`src/verilog/itm_map.svh`:
```
/*
  register offsets, field positions, reset values and timing counts of the
  16-bit interval timer. assumes nothing; definitions only.
*/
`ifndef ITM_MAP_SVH
`define ITM_MAP_SVH
`define ITM_OFS_CTRL      12'h000
`define ITM_OFS_CMP       12'h004
`define ITM_OFS_STATUS    12'h008
`define ITM_OFS_MASK      12'h00C
`define ITM_CTRL_RUN_BIT  7
`define ITM_CTRL_SEL_LSB  0
`define ITM_CTRL_RESET    8'h00
`define ITM_CMP_RESET     16'h0000
`define ITM_CTRL_WMASK    8'h87
`define ITM_CNT_IDLE      16'hFFFF
`define ITM_DIV_64        9'h03F
`define ITM_DIV_512       9'h1FF
`define ITM_OSC_DIV       3'h7
`define ITM_SYNC_STAGES   3
`endif

```
`src/verilog/itm_pkg.sv`:
```
/*
  types shared by the interval timer files.
  assumes itm_map.svh is reachable by the include path.
*/
package itm_pkg;
  typedef enum logic [2:0] {
    ITM_SEL_MAIN  = 3'h0,
    ITM_SEL_DIV2  = 3'h1,
    ITM_SEL_DIV4  = 3'h2,
    ITM_SEL_DIV64 = 3'h3,
    ITM_SEL_DIV512= 3'h4,
    ITM_SEL_WATCH = 3'h5,
    ITM_SEL_OSC8  = 3'h6,
    ITM_SEL_SUB   = 3'h7
  } itm_sel_t;
  typedef enum logic [2:0] {
    ITM_ST_IDLE  = 3'b001,
    ITM_ST_ARMED = 3'b010,
    ITM_ST_RUN   = 3'b100
  } itm_state_t;
endpackage

```
`src/verilog/itm_pin_sync.sv`:
```
/*
  three-flop synchroniser for asynchronous pins with rising-edge pulse.
  assumes clk_sys domain; a rise counts when stage two is high and stage three still low.
*/
`timescale 1ns/1ps
`default_nettype none
module itm_pin_sync #(
  parameter int WIDTH = 3
) (
  input  wire logic             clk_sys,
  input  wire logic             rst_n,
  input  wire logic [WIDTH-1:0] pin_in,
  output logic      [WIDTH-1:0] rise
);
  typedef struct packed {
    logic [WIDTH-1:0] s1;
    logic [WIDTH-1:0] s2;
    logic [WIDTH-1:0] s3;
  } itm_sync_state_t;
  itm_sync_state_t q;
  itm_sync_state_t next_q;
  // shift chain; first stage read by the second only
  always_comb begin
    next_q    = q;
    next_q.s1 = pin_in;
    next_q.s2 = q.s1;
    next_q.s3 = q.s2;
  end
  always_ff @(posedge clk_sys or negedge rst_n) begin
    if (!rst_n) begin
      q <= '0;
    end else begin
      q <= next_q;
    end
  end
  // edge seen when stage two is new high and stage three still low
  assign rise = q.s2 & ~q.s3;
endmodule
`default_nettype wire

```
`src/verilog/itm_prescaler.sv`:
```
/*
  prescaler that makes one-cycle count enables for each clock choice.
  assumes synchronised source pulses on clk_sys.
*/
`timescale 1ns/1ps
`default_nettype none
`include "itm_map.svh"
module itm_prescaler
  import itm_pkg::*;
(
  input  wire logic clk_sys,
  input  wire logic rst_n,
  input  wire logic run,
  input  wire logic [2:0] sel,
  input  wire logic watch_rise,
  input  wire logic osc_rise,
  input  wire logic sub_rise,
  output logic      tick
);
  typedef struct packed {
    logic [8:0] div;
    logic [2:0] osc_div;
  } itm_pre_state_t;
  itm_pre_state_t q;
  itm_pre_state_t next_q;
  // dividers free while running, cleared while stopped
  always_comb begin
    next_q = q;
    if (!run) begin
      next_q = '0;
    end else begin
      next_q.div = q.div + 9'h001;
      if (osc_rise) begin
        next_q.osc_div = q.osc_div + 3'h1;
      end
    end
  end
  always_ff @(posedge clk_sys or negedge rst_n) begin
    if (!rst_n) begin
      q <= '0;
    end else begin
      q <= next_q;
    end
  end
  // count clock choice
  always_comb begin
    case (itm_sel_t'(sel))
      ITM_SEL_MAIN:   tick = run;
      ITM_SEL_DIV2:   tick = run & q.div[0];
      ITM_SEL_DIV4:   tick = run & (q.div[1:0] == 2'h3);
      ITM_SEL_DIV64:  tick = run & ({3'h0, q.div[5:0]} == `ITM_DIV_64);
      ITM_SEL_DIV512: tick = run & (q.div == `ITM_DIV_512);
      ITM_SEL_WATCH:  tick = run & watch_rise;
      ITM_SEL_OSC8:   tick = run & osc_rise & (q.osc_div == `ITM_OSC_DIV);
      ITM_SEL_SUB:    tick = run & sub_rise;
      default:        tick = 1'b0;
    endcase
  end
endmodule
`default_nettype wire

```
`src/verilog/itm_timer.sv`:
```
/*
  16-bit interval timer with axi4-lite register slave, compare match,
  sticky status and mask. assumes one clock clk_sys at 100 MHz; watch,
  oscillator and subclock arrive as asynchronous pins.
*/
// Our own choices: the placing of the registers and the AXI4-Lite interface to the registers.
`timescale 1ns/1ps
`default_nettype none
`include "itm_map.svh"
// Functional notes
// - eight-bit control register, byte or bit writable, resets to zero
// - rewriting the current control value never disturbs counting
// - run enable low stops the timer and holds counter at reset value
// - on enable, counter leaves all-ones for zero at a count clock
// - counter equal to compare clears to zero and raises match interrupt
// - match period is compare plus one count clock periods
// - compare zero gives a match every count clock, counter stays zero
// - counter reaches N, then clears with interrupt on next count
// - counting starts within bounded delay for each clock choice
// - sixteen-bit compare register, word access, resets to zero
module itm_timer
  import itm_pkg::*;
(
  input  wire logic        clk_sys,
  input  wire logic        arst_n,
  input  wire logic [11:0] s_axi_awaddr,
  input  wire logic        s_axi_awvalid,
  output logic             s_axi_awready,
  input  wire logic [31:0] s_axi_wdata,
  input  wire logic [3:0]  s_axi_wstrb,
  input  wire logic        s_axi_wvalid,
  output logic             s_axi_wready,
  output logic [1:0]       s_axi_bresp,
  output logic             s_axi_bvalid,
  input  wire logic        s_axi_bready,
  input  wire logic [11:0] s_axi_araddr,
  input  wire logic        s_axi_arvalid,
  output logic             s_axi_arready,
  output logic [31:0]      s_axi_rdata,
  output logic [1:0]       s_axi_rresp,
  output logic             s_axi_rvalid,
  input  wire logic        s_axi_rready,
  input  wire logic        watch_timer_irq,
  input  wire logic        internal_osc_clk,
  input  wire logic        subclock,
  output logic             compare_match_irq,
  output logic             irq
);
  typedef struct packed {
    logic [1:0]  rst_sync;
    logic [7:0]  ctrl;
    logic [15:0] cmp;
    logic [15:0] count;
    itm_state_t  state;
    logic        match;
    logic        status;
    logic        mask;
    logic        aw_held;
    logic [11:0] aw_addr;
    logic        w_held;
    logic [31:0] w_data;
    logic [3:0]  w_strb;
    logic        bvalid;
    logic [1:0]  bresp;
    logic        rvalid;
    logic [31:0] rdata;
    logic [1:0]  rresp;
  } itm_state_all_t;

  // reset release through two flops
  logic [1:0] rst_pipe;
  always_ff @(posedge clk_sys or negedge arst_n) begin
    if (!arst_n) begin
      rst_pipe <= 2'h0;
    end else begin
      rst_pipe <= {rst_pipe[0], 1'b1};
    end
  end
  logic rst_n;
  assign rst_n = rst_pipe[1];

  itm_state_all_t q;
  itm_state_all_t next_q;
  logic [2:0]     pin_rise;
  logic           tick;
  logic           run;

  // asynchronous source pins pass three flops
  itm_pin_sync #(
    .WIDTH (3)
  ) u_sync (
    .clk_sys (clk_sys),
    .rst_n   (rst_n),
    .pin_in  ({subclock, internal_osc_clk, watch_timer_irq}),
    .rise    (pin_rise)
  );

  assign run = q.ctrl[`ITM_CTRL_RUN_BIT];

  // count clock enables from the selected source
  itm_prescaler u_pre (
    .clk_sys    (clk_sys),
    .rst_n      (rst_n),
    .run        (run),
    .sel        (q.ctrl[2:0]),
    .watch_rise (pin_rise[0]),
    .osc_rise   (pin_rise[1]),
    .sub_rise   (pin_rise[2]),
    .tick       (tick)
  );

  // byte-lane merge of a write into a register word
  function automatic logic [31:0] itm_merge(input logic [31:0] old_v,
                                            input logic [31:0] new_v,
                                            input logic [3:0]  strb);
    logic [31:0] res;
    res = old_v;
    for (int i = 0; i < 4; i++) begin
      if (strb[i]) begin
        res[8*i +: 8] = new_v[8*i +: 8];
      end
    end
    return res;
  endfunction

  // decode of a register offset
  function automatic logic itm_hit(input logic [11:0] addr,
                                   input logic [11:0] ofs);
    return (addr[11:2] == ofs[11:2]);
  endfunction

  logic [31:0] wr_ctrl;
  logic [31:0] wr_cmp;
  logic        do_write;
  logic        do_read;

  // register file, counter and bus slave next state
  always_comb begin
    next_q   = q;
    wr_ctrl  = itm_merge({24'h0, q.ctrl}, q.w_data, q.w_strb);
    wr_cmp   = itm_merge({16'h0, q.cmp}, q.w_data, q.w_strb);
    do_write = q.aw_held && q.w_held && !q.bvalid;
    do_read  = s_axi_arvalid && !q.rvalid;
    next_q.match = 1'b0;

    // write channels taken independently
    if (s_axi_awvalid && !q.aw_held) begin
      next_q.aw_held = 1'b1;
      next_q.aw_addr = s_axi_awaddr;
    end
    if (s_axi_wvalid && !q.w_held) begin
      next_q.w_held = 1'b1;
      next_q.w_data = s_axi_wdata;
      next_q.w_strb = s_axi_wstrb;
    end

    // counter: idle value while stopped, sync start, compare clear
    case (q.state)
      ITM_ST_IDLE: begin
        next_q.count = `ITM_CNT_IDLE;
        if (run) begin
          next_q.state = ITM_ST_ARMED;
        end
      end
      ITM_ST_ARMED: begin
        if (tick) begin
          next_q.count = 16'h0000;
          next_q.state = ITM_ST_RUN;
        end
      end
      ITM_ST_RUN: begin
        if (tick) begin
          if (q.count == q.cmp) begin
            next_q.count = 16'h0000;
            next_q.match = 1'b1;
          end else begin
            next_q.count = q.count + 16'h0001;
          end
        end
      end
      default: begin
        next_q.state = ITM_ST_IDLE;
      end
    endcase
    if (!run) begin
      next_q.state = ITM_ST_IDLE;
      next_q.count = `ITM_CNT_IDLE;
    end

    // register write; same value leaves the counter untouched
    if (do_write) begin
      next_q.aw_held = 1'b0;
      next_q.w_held  = 1'b0;
      next_q.bvalid  = 1'b1;
      next_q.bresp   = 2'b00;
      if (itm_hit(q.aw_addr, `ITM_OFS_CTRL)) begin
        next_q.ctrl = wr_ctrl[7:0] & `ITM_CTRL_WMASK;
        if (!wr_ctrl[`ITM_CTRL_RUN_BIT]) begin
          next_q.state = ITM_ST_IDLE;
          next_q.count = `ITM_CNT_IDLE;
        end
      end else if (itm_hit(q.aw_addr, `ITM_OFS_CMP)) begin
        next_q.cmp = wr_cmp[15:0];
      end else if (itm_hit(q.aw_addr, `ITM_OFS_STATUS)) begin
        if (q.w_strb[0] && q.w_data[0]) begin
          next_q.status = 1'b0;
        end
      end else if (itm_hit(q.aw_addr, `ITM_OFS_MASK)) begin
        if (q.w_strb[0]) begin
          next_q.mask = q.w_data[0];
        end
      end else begin
        next_q.bresp = 2'b10;
      end
    end
    if (q.bvalid && s_axi_bready) begin
      next_q.bvalid = 1'b0;
    end

    // sticky status; a match wins over a clear in the same cycle
    if (next_q.match) begin
      next_q.status = 1'b1;
    end

    // read answer
    if (do_read) begin
      next_q.rvalid = 1'b1;
      next_q.rresp  = 2'b00;
      if (itm_hit(s_axi_araddr, `ITM_OFS_CTRL)) begin
        next_q.rdata = {24'h0, q.ctrl};
      end else if (itm_hit(s_axi_araddr, `ITM_OFS_CMP)) begin
        next_q.rdata = {16'h0, q.cmp};
      end else if (itm_hit(s_axi_araddr, `ITM_OFS_STATUS)) begin
        next_q.rdata = {29'h0, q.state == ITM_ST_RUN, run, q.status};
      end else if (itm_hit(s_axi_araddr, `ITM_OFS_MASK)) begin
        next_q.rdata = {31'h0, q.mask};
      end else begin
        next_q.rdata = 32'h0000_0000;
        next_q.rresp = 2'b10;
      end
    end else if (q.rvalid && s_axi_rready) begin
      next_q.rvalid = 1'b0;
    end
  end

  // state register
  always_ff @(posedge clk_sys or negedge rst_n) begin
    if (!rst_n) begin
      q       <= '0;
      q.ctrl  <= `ITM_CTRL_RESET;
      q.cmp   <= `ITM_CMP_RESET;
      q.count <= `ITM_CNT_IDLE;
      q.state <= ITM_ST_IDLE;
    end else begin
      q <= next_q;
    end
  end

  // bus handshakes and outputs
  assign s_axi_awready     = !q.aw_held;
  assign s_axi_wready      = !q.w_held;
  assign s_axi_bvalid      = q.bvalid;
  assign s_axi_bresp       = q.bresp;
  assign s_axi_arready     = !q.rvalid;
  assign s_axi_rvalid      = q.rvalid;
  assign s_axi_rdata       = q.rdata;
  assign s_axi_rresp       = q.rresp;
  assign compare_match_irq = q.match;
  assign irq               = q.status & q.mask;
endmodule
`default_nettype wire

```
`config.mk`:
```
export PLATFORM = sky130hd
export DESIGN_NAME = itm_timer
export DESIGN_NICKNAME = d
export VERILOG_FILES = /design/src/verilog/itm_pkg.sv /design/src/verilog/itm_pin_sync.sv /design/src/verilog/itm_prescaler.sv /design/src/verilog/itm_timer.sv
export VERILOG_INCLUDE_DIRS = /design/src /design/src/verilog
export SDC_FILE = /design/constraint.sdc
export NUM_CORES = 1
export LEC_CHECK = 0
export BUFFER_PORTS_ARGS = -buffer_cell sky130_fd_sc_hd__clkbuf_2
export CAP_MARGIN = 20
export CORE_MARGIN = 10
export CORE_UTILIZATION = 50
export DETAILED_ROUTE_END_ITERATION = 7
export GPL_TIMING_DRIVEN = 0
export PLACE_DENSITY_LB_ADDON = 0.15
export SYNTH_ARGS = -nofsm -noshare
export SYNTH_HDL_FRONTEND = slang
export SYNTH_SLANG_ARGS = --single-unit
```
`constraint.sdc`:
```
create_clock -name clk_sys -period 4.4 [get_ports clk_sys]
set_input_delay 0.22 -clock clk_sys [delete_from_list [all_inputs] [get_ports clk_sys]]
set_output_delay 0.22 -clock clk_sys [all_outputs]
set_load 0.05 [all_outputs]
```
==> metrics.txt, run 1 <==
cell count of the worst reg-to-reg path=10; Crit. Startpoint=u_pre.q[3]$_DFF_PN0_; Residual DRC=0; Avg Vias per Cell=5.18; die width=124 um; crit path kind=reg -> reg; layout cell share with drive strength beyond 1=0.347; DP Wirelength=8970 um; number of DRC markers in iteration 0=245; number of flops mapped to enable cells by yosys=0; first-pass GRT wire length=21100 um; reg2reg setup slack=1.75 ns; HP Class=in -> reg; Post-Layout Cell Count=761; Root Buffer=clkbuf_8; post-CTS resize count=0; GRT Util Overall=0.174; Yosys warning count=0; Worst setup EP type=flip-flop; initial antenna violation count=0; status=complete, no violations; Syn Area/Cell=11.6 um2; fraction of registers with async set/reset=1.00; # setup viols final=0; Yosys top cell by area=dfrtp_1; Buffers on Ports=72; Worst Path Max Fanout=8; power per cell area=567 nW/um2; CTS tree=done; Seq/Total Area, Yosys=0.534; Final Cycle Share=0.602; arrival time at the worst endpoint=3.10 ns; synthesized flop and latch total=115; clock buffer depth=2; clk_lat worst skew=0.52 ns; Ports=113; vias in the first global route=4213; FMAX=378 MHz; mapped cell area=5430 um2; Final Skew=0.00564 ns; dominant cell by count in the synthesized netlist=dfrtp_1; Hold Path Stages=3; Final Wtd Congestion=0.841; Cells after Synth=466; cts bufs inserted=17; Final nets=688; Max-slew headroom=0.508; DR pass1 iterations=4; Inst Count DP=692; grt ovf=0; Pwr Total=4.01 mW; reg2reg start=u_pre.q[3]$_DFF_PN0_; Starting Density=0.519; Yosys top cell area share=0.452; postcts setup bufs=0; Crit path required time=4.85 ns; max-cap viol count=0; n_diodes=0; ys flop type=dfrtp_1; die area=15400 um2; Rows=37; drt wl/cell=16.6 um; Max Slew Vio Count=0; CTS sink cnt=115; RSZ-0062 raised after global routing=no; leakage=3.37 nW; H-tree levels=4; CTS clk-pin slew, worst paths=0.05 ns; final hold vios=0; Antenna Nets Post-Route=0; Slew @ Worst Pin=0.737 ns; Die Y=124 um; synth top area cells=dfrtp_1 (45%), mux2_2 (10%), dfstp_2 (8.2%), buf_4 (5.0%), xnor2_1 (2.7%); maximum vdd drop=0.000393 V; Core ar.=10500 um2; r2r endpoint=q[107]$_DFF_PN1_; Hold Buf Count CTS=38; Final min period=2.65 ns; largest net degree at the start of global routing=60; Synth cell types=56; Total Wirelength=12700 um; hold worst-path end=s_axi_rdata[7]$_DFFE_PN0P_; crit start category=flip-flop; Synth top cells by count=dfrtp_1 (98), mux2_2 (49), buf_4 (36), nand2_1 (31), nor2_1 (26); routed via count=3944; Hold Crit Start=s_axi_araddr[2]; P&R area growth vs syn=30.3%
[worst max-delay path, stage by stage, from the launching register on]
cell and delay (ns):
dfrtp_1 0.42, ha_1 0.29, nand2_1 0.12, nor2_1 0.12, ha_1 0.15, nand2b_1 0.05, a21oi_1 0.18, o221ai_1 0.28
nor3_2 0.60, o21ai_0 0.20, a21oi_1 0.16
[area by class of cell]
type / instances / area [um2]
Buffer: 46 / 309
Clock buffer: 22 / 463
Clock inverter: 9 / 176
Fill cell: 808 / 3390
Inverter: 13 / 48.8
Multi-Input combinational cell: 309 / 2230
Sequential cell: 115 / 2900
Tap cell: 136 / 170
Timing Repair Buffer: 111 / 768
[state kept, by name, indices dropped and copies added (netlist names), 2 cells and up]
register	flops
q	71
rst_pipe	2
u_pre.q	12
u_sync.next_q	6
s_axi_rdata	16
u_sync.q	3
[cells by family (layout without fill, tap and decap cells)]
logic type / Yosys count / in the layout / share of synthesized area
AO/OA/AOI/OAI: 74 / 74 / 0.0971
other: 2 / 19 / 0.00138
flip-flops: 115 / 115 / 0.534
adder cells (fa/ha/maj): 5 / 5 / 0.0115
buffers and inverters: 59 / 201 / 0.0660
XOR/XNOR: 24 / 24 / 0.0387
AND/OR/NAND/NOR: 131 / 131 / 0.134
multiplexers: 56 / 56 / 0.117
[per-layer routing]
metal / vias up / part of all wire / track usage
met5: - / 0 / 0
met4: 0 / 0.015 / 0.0504
met3: 16 / 0.060 / 0.0606
met2: 92 / 0.49 / 0.287
met1: 1923 / 0.44 / 0.211
li1: 1913 / - / -
[through the flow]
step                      hold WS, ns   util  instance area, um2  TNS, ns  setup slack, ns
after floorplan               -0.0756      -                5490        0            0.989
after global placement        0.00655  0.575                6020   -25.69           -0.272
after detailed placement      0.00856  0.578                6050        0             1.81
after CTS                       0.123  0.676                7070        0             1.81
after global routing            0.168  0.676                7070        0             1.49
final                           0.149  0.676                7070        0             1.75
[report_power, final]
part	switching, mW	internal (mW)	total (mW)
sequential	0.247	1.34	1.59
combinational	0.504	0.436	0.940
clock	0.460	1.02	1.48
[worst max-delay path by stage]
stage	slack (ns)	to
2_1_floorplan	0.99	compare_match_irq$_DFF_PN0_
3_3_place_gp	-0.27	s_axi_rresp[1]$_DFFE_PN0P_
3_5_place_dp	1.81	q[107]$_DFF_PN1_
4_1_cts	1.81	q[107]$_DFF_PN1_
5_1_grt	1.49	q[107]$_DFF_PN1_
6_report	1.75	q[107]$_DFF_PN1_
[cell usage in the layout, fill, tap and decap left out, types with 4 or more instances in the layout]
cell type      Yosys  routed
bufinv_16          0       5
o21ai_0           14      14
a21oi_1           14      14
clkbuf_8           0       4
mux2i_1            6       6
nor2b_1            7       7
ha_1               5       5
inv_1             13      13
and2_1             7       7
conb_1             2      19
a22o_1            12      12
clkbuf_16          0      16
xnor2_1           17      17
o311ai_0           5       5
buf_4             36      36
nor4_1             4       4
clkbuf_2           0      72
a21o_1             5       5
nor2_1            26      26
nand4_1           13      13
nand2_1           31      31
clkbuf_1           8      10
dlygate4sd3_1      0      38
and3_1             5       5
xor2_1             7       7
nand3_1           10      10
dfrtp_1           98      97
dfstp_2           17      17
mux2_2            49      49
nor3_1             6       6
nand2b_1           5       5
(Power assumes the default switching activity.)
==> run 2, diff against run 1 <==
--- a/config.mk
+++ b/config.mk
@@ -9,7 +9,7 @@
 export BUFFER_PORTS_ARGS = -buffer_cell sky130_fd_sc_hd__clkbuf_2
 export CAP_MARGIN = 20
 export CORE_MARGIN = 10
-export CORE_UTILIZATION = 50
+export CORE_UTILIZATION = 49
 export DETAILED_ROUTE_END_ITERATION = 7
 export GPL_TIMING_DRIVEN = 0
 export PLACE_DENSITY_LB_ADDON = 0.15
==> constraint.sdc (replaced) <==
create_clock -name clk_sys -period 2.24 [get_ports clk_sys]
set_input_delay 0.112 -clock clk_sys [delete_from_list [all_inputs] [get_ports clk_sys]]
set_output_delay 0.112 -clock clk_sys [all_outputs]
set_load 0.05 [all_outputs]
==> run 2 against run 1 <==
Effect of this change: utilization grew 0.25 points; sequential power grew 94%; via count grew 3.6%; largest cell class unchanged; highest routed layer unchanged.
==> metrics.txt, run 2 (same netlist as run 1, synthesis figures left out) <==
clock share of power=0.350; clk_lat worst skew=0.53 ns; Final min period=2.24 ns; number of DRC markers in iteration 0=209; Crit path required time=2.62 ns; Multi-input gate area=2350 um2; Post-Place Worst Slack=-0.365 ns; arrival time at the worst endpoint=2.62 ns; final hold vios=0; Comb power frac=0.262; maximum vdd drop=0.000820 V; drt wl/cell=16.0 um; Final Cycle Share=0.999; commonest non-fill, non-tap cell in the layout=dfrtp_1; initial antenna violation count=0; reg2reg setup slack=0.002 ns; Die Y=125 um; routed via count=4087; Ports=113; CP max-delay cell=o311ai_0; P&R area growth vs syn=35.5%; final worst slack=0.00231 ns; power per cell area=1080 nW/um2; Fill cells=811; Worst Path Max Fanout=7; NetSw=2.46 mW; Pwr Total=7.96 mW; r2r endpoint=q[97]$_DFF_PN1_; crit path kind=reg -> reg; Crit path buffers/inverters=0; Worst setup EP type=flip-flop; reg2reg start=u_pre.q[7]$_DFF_PN0_; first-pass GRT wire length=21400 um; DP Wirelength=8900 um; Buffers on Ports=72; Max Slew Vio Count=0; Core ar.=10800 um2; Power Internal=5.50 mW; die area=15700 um2; Top delay family on crit path=compound AO/OA/AOI/OAI gates; # setup viols final=0; Final nets=710; largest net degree at the start of global routing=43; worst path cell trace=and4_4 -> nand2_4 -> nor2_2 -> ha_2 -> nand2b_1 -> a21oi_2 -> o221a_4 -> nand2_1 -> o311ai_0; die width=125 um; Largest Register=q; CTS clk-pin slew, worst paths=0.06 ns; status=complete, no violations; Rows=38; DP Area=6070 um2; Hold Path Stages=4; hold worst-path end=s_axi_rdata[2]$_DFFE_PN0P_; Setup TNS=0 ns; max reg flops=71; vias in the first global route=4293; n_diodes=0; clock buffer depth=2; design area=7350 um2; Total Wirelength=12600 um; Root Buffer=clkbuf_8; CTS sink cnt=115; Hold WS=0.0847 ns; Final Skew=0.0140 ns; Avg Vias per Cell=5.19; HP Class=in -> reg; layout cell share with drive strength beyond 1=0.392; cell count of the worst reg-to-reg path=9; CTS tree=done; Final Wtd Congestion=0.830; leakage=3.53 nW; Flop pwr share=0.388; RSZ-0062 raised after global routing=yes; grt ovf=0; Slew @ Worst Pin=0.640 ns; Register Area=2900 um2; crit start category=flip-flop; max-cap viol count=0; Antenna Nets Post-Route=0; cts bufs inserted=17; switching part of the total=0.309; H-tree levels=4; Hold Crit Start=s_axi_araddr[2]; CP max stage delay=0.49 ns; FMAX=447 MHz; Residual DRC=0; most frequent cells in the layout=dfrtp_1 (96), clkbuf_2 (72), buf_4 (55); Max-slew headroom=0.572; GRT Util Overall=0.166; Starting Density=0.500; DR pass1 iterations=4
## run 2: changes by cell type in the layout (fill, tap and decap cells not counted), sizes merged
cell	delta
dlygate4sd3	+1
bufinv	-1
clkinvlp	+1
buf	+21
clkinv	+1
## run 2: worst max path at each step
stage | from | to | slack (ns) | cells past startpoint
after floorplan | u_pre.q[3]$_DFF_PN0_ | q[109]$_DFF_PN1_ | 0.05 | 10
after global placement | rst_pipe[1]$_DFF_PN0_ | q[53]$_DFFE_PN0P_ | -0.32 | 0
after detailed placement | u_pre.q[3]$_DFF_PN0_ | q[105]$_DFF_PN1_ | -0.36 | 10
after CTS | u_pre.q[7]$_DFF_PN0_ | q[109]$_DFF_PN1_ | 0.008 | 11
after global routing | u_pre.q[6]$_DFF_PN0_ | q[97]$_DFF_PN1_ | -0.08 | 11
final | u_pre.q[7]$_DFF_PN0_ | q[97]$_DFF_PN1_ | 0.002 | 9
## run 2: metrics by stage
step,instances,util
after floorplan,483,-
after global placement,695,0.556
after detailed placement,697,0.560
after CTS,777,0.666
after global routing,788,0.678
final,788,0.678
## run 2: power by group through the flow
stage	Clock, mW	Sequential (mW)	Combinational [mW]
finish	2.79	3.09	2.08
global route	2.93	3.17	2.31
CTS	2.83	3.09	1.97
detailed placement	0	3.14	1.78
global placement	0	3.13	1.69
floorplan	0	3.05	1.39
## run 2: area by class of cell
cell class,instances,share of cell area
inverters,13,0.00664
flip-flops and latches,115,0.395
clock buffers,22,0.0616
repair buffers,133,0.130
well taps,140,0.0238
clock inverters,10,0.0211
plain buffers,46,0.0424
multi-input cells,309,0.319
## run 2: worst min-delay path: stages
cell	delay, ns
clkbuf_2	0.13
nor2_1	0.11
a21oi_1	0.07
o21ai_0	0.13
## run 2: what timing repair did
item / CTS / global route
endpoints found under the setup margin: 19 / 17
pin swaps: 9 / 18
resized for setup: 15 / 13
buffers inserted: 9 / 11
hold endpoints to repair: 38 / 0
hold buffers: 39 / 0
gates cloned: 0 / 0
## run 2: layer usage
layer,share of wire,global-route usage,vias up
met2,0.51,0.279,111
met4,0.013,0.0549,0
met3,0.058,0.0566,13
met1,0.42,0.195,2004
met5,0,0,-
li1,-,-,1959
==> run 3, diff against run 2 <==
--- a/config.mk
+++ b/config.mk
@@ -6,10 +6,10 @@
 export SDC_FILE = /design/constraint.sdc
 export NUM_CORES = 1
 export LEC_CHECK = 0
+export ABC_AREA = 1
 export BUFFER_PORTS_ARGS = -buffer_cell sky130_fd_sc_hd__clkbuf_2
-export CAP_MARGIN = 20
 export CORE_MARGIN = 10
-export CORE_UTILIZATION = 49
+export CORE_UTILIZATION = 50
 export DETAILED_ROUTE_END_ITERATION = 7
 export GPL_TIMING_DRIVEN = 0
 export PLACE_DENSITY_LB_ADDON = 0.15
==> run 3 against run 2 <==
Effect of this change: register-to-register slack gained 0.03 ns; sequential share of layout area fell by 1.9 points; critical path depth up 8; count of clock-buffer cells in the layout fell by 4; utilization shrank 2.9 points; area after synthesis rose by 11%; synthesized cell count increased by 57%; critical path type unchanged; highest routed layer unchanged; sequential cell count unchanged; die area increased by 7.6%; fmax rose by 1.4%; clock skew is 0.0060 ns lower.
==> metrics.txt, run 3 <==
status=complete, no violations; Flop pwr share=0.399; NetSw=2.29 mW; HP Class=in -> reg; GRT met1 Usage=0.234; power per cell area=889 nW/um2; CP max stage delay=0.40 ns; Synth top cells by count=nand2_1 (175), dfrtp_1 (98), nor2_1 (82), inv_1 (73), a21oi_1 (45); layout cell share with drive strength beyond 1=0.275; reg2reg setup slack=0.03 ns; Final Cycle Share=0.985; DR pass1 iterations=5; DP Wirelength=11000 um; die width=130 um; hold worst-path end=s_axi_rresp[1]$_DFFE_PN0P_; CTS clk-pin slew, worst paths=0.06 ns; arrival time at the worst endpoint=2.56 ns; number of DRC markers in iteration 0=290; commonest non-fill, non-tap cell in the layout=nand2_1; FMAX=453 MHz; Buffers on Ports=72; P&R area growth vs syn=28.1%; met2 usage=0.301; max reg flops=71; final hold vios=0; vias in the first global route=5120; Most Crowded Layer GR=met2; end-of-flow core utilization=0.649; Worst Path Max Fanout=6; RSZ-0062 raised after global routing=yes; first-pass GRT wire length=24900 um; Yosys top cell area share=0.406; CTS tree=done; GRT Util Overall=0.186; most frequent cells in the layout=nand2_1 (172), dfrtp_1 (97), nor2_1 (80); Largest Register=q; Max Slew Vio Count=0; dominant cell by count in the synthesized netlist=nand2_1; Syn Area/Cell=8.27 um2; leakage=4.10 nW; Hold Path Stages=4; CP max-delay cell=dfrtp_1; Yosys warning count=0; max-cap viol count=0; clock share of power=0.371; ys flop type=dfrtp_1; Final min period=2.21 ns; Hold Crit Start=s_axi_araddr[2]; Setup TNS=0 ns; Seq/Total Area, Yosys=0.480; DP Area=6680 um2; cts bufs inserted=17; Max-slew headroom=0.378; # setup viols final=0; Comb power frac=0.230; Die Y=130 um; Starting Density=0.507; clk_lat worst skew=0.42 ns; H-tree levels=4; Crit path buffers/inverters=3; initial antenna violation count=0; Antenna Nets Post-Route=0; Total Wirelength=15300 um; Final Wtd Congestion=0.894; design area=7730 um2; grt ovf=0; Yosys top cell by area=dfrtp_1; Final Skew=0.00800 ns; Power Internal=4.58 mW; Top delay family on crit path=simple AND/OR/NAND/NOR gates; synth top area cells=dfrtp_1 (41%), nand2_1 (11%), dfstp_2 (7.4%), nor2_1 (5.1%), buf_4 (4.6%); Synth cell types=38; cell count of the worst reg-to-reg path=17; routed via count=5272; fraction of registers with async set/reset=1.00; Cells after Synth=730; Crit path required time=2.59 ns; Root Buffer=clkbuf_16; Avg Vias per Cell=5.05; maximum vdd drop=0.000854 V; Residual DRC=0; Slew @ Worst Pin=0.934 ns; Worst setup EP type=flip-flop; r2r endpoint=q[100]$_DFF_PN1_; largest net degree at the start of global routing=71; reg2reg start=u_pre.q[4]$_DFF_PN0_; Ports=113; clock buffer depth=2; worst path cell trace=ha_4 -> nand2_4 -> nor2_4 -> inv_2 -> nor2_4 -> nand2_2 -> nor2_2 -> ha_2 -> o21ai_2 -> nand2_1 -> nand2_1 -> nand2_2 -> nand3_4 -> clkinv_4 -> buf_8 -> nand4_1 -> nand3_1; Final nets=959; crit start category=flip-flop; synthesized flop and latch total=115; die area=16900 um2; CTS sink cnt=115; number of flops mapped to enable cells by yosys=0; mapped cell area=6040 um2; n_diodes=0; Core ar.=11900 um2; met3 usage=0.0523; crit path kind=reg -> reg; switching part of the total=0.334; Rows=40; drt wl/cell=14.7 um
## run 3: worst max-delay path by stage
stage                     startpoint                           to  slack [ns]  depth (start not counted)
2_1_floorplan   u_pre.q[3]$_DFF_PN0_             q[105]$_DFF_PN1_        0.25                         16
3_3_place_gp   rst_pipe[1]$_DFF_PN0_  s_axi_rdata[13]$_DFFE_PN0P_       -0.34                          0
3_5_place_dp    u_pre.q[3]$_DFF_PN0_             q[107]$_DFF_PN1_       -0.13                         17
4_1_cts         u_pre.q[4]$_DFF_PN0_             q[107]$_DFF_PN1_       0.007                         17
5_1_grt         u_pre.q[4]$_DFF_PN0_             q[100]$_DFF_PN1_       -0.14                         17
6_report        u_pre.q[4]$_DFF_PN0_             q[100]$_DFF_PN1_        0.03                         17
## run 3: metal layers
metal,up-vias,share of wire
met3,27,0.069
met1,2470,0.44
li1,2613,-
met2,162,0.47
met5,-,0
met4,0,0.018
## run 3: logic make-up after synthesis
logic type,share of synthesized area
other,0.00124
AO/OA/AOI/OAI,0.0848
XOR/XNOR,0.00726
multiplexers,0.0354
flip-flops,0.480
adder cells (fa/ha/maj),0.0104
buffers and inverters,0.120
AND/OR/NAND/NOR,0.261
## run 3: power by group through the flow
stage,clock network (mW),registers (mW),logic [mW]
after global placement,0,2.77,1.46
after detailed placement,0,2.77,1.51
after CTS,2.59,2.74,1.58
final,2.55,2.75,1.58
after global routing,2.69,2.79,1.75
after floorplan,0,2.74,1.15
## run 3: area by class of cell
type | instances | area [um2]
Clock inverter | 14 | 131
Buffer | 55 | 402
Sequential cell | 115 | 2900
Multi-Input combinational cell | 491 | 2520
Fill cell | 1007 | 4180
Inverter | 86 | 328
Timing Repair Buffer | 118 | 831
Clock buffer | 18 | 429
Tap cell | 147 | 184
## run 3: worst min-delay path: stages
cell	delay (ns)
clkbuf_2	0.10
nand3_1	0.08
o211ai_1	0.08
nand2_1	0.07
## run 3: stage by stage
| step | hold WS (ns) | setup WS (ns) | power, mW | cells |
|---|---|---|---|---|
| 6_report | 0.0542 | 0.0340 | 6.88 | 1044 |
| 5_1_grt | 0.0663 | -0.143 | 7.24 | 1044 |
| 4_1_cts | 0.0384 | 0.00747 | 6.91 | 1039 |
| 3_5_place_dp | -0.0984 | -0.134 | 4.28 | 967 |
| 3_3_place_gp | -0.103 | -0.343 | 4.23 | 966 |
| 2_1_floorplan | -0.184 | 0.250 | 3.89 | 747 |
## run 3: timing repair
item,CTS,global route
endpoints found under the setup margin,17,19
cloned,0,1
hold endpoints to repair,35,0
pin swaps,0,9
setup buffers,5,4
gates resized for setup,3,14
hold buffers,35,0
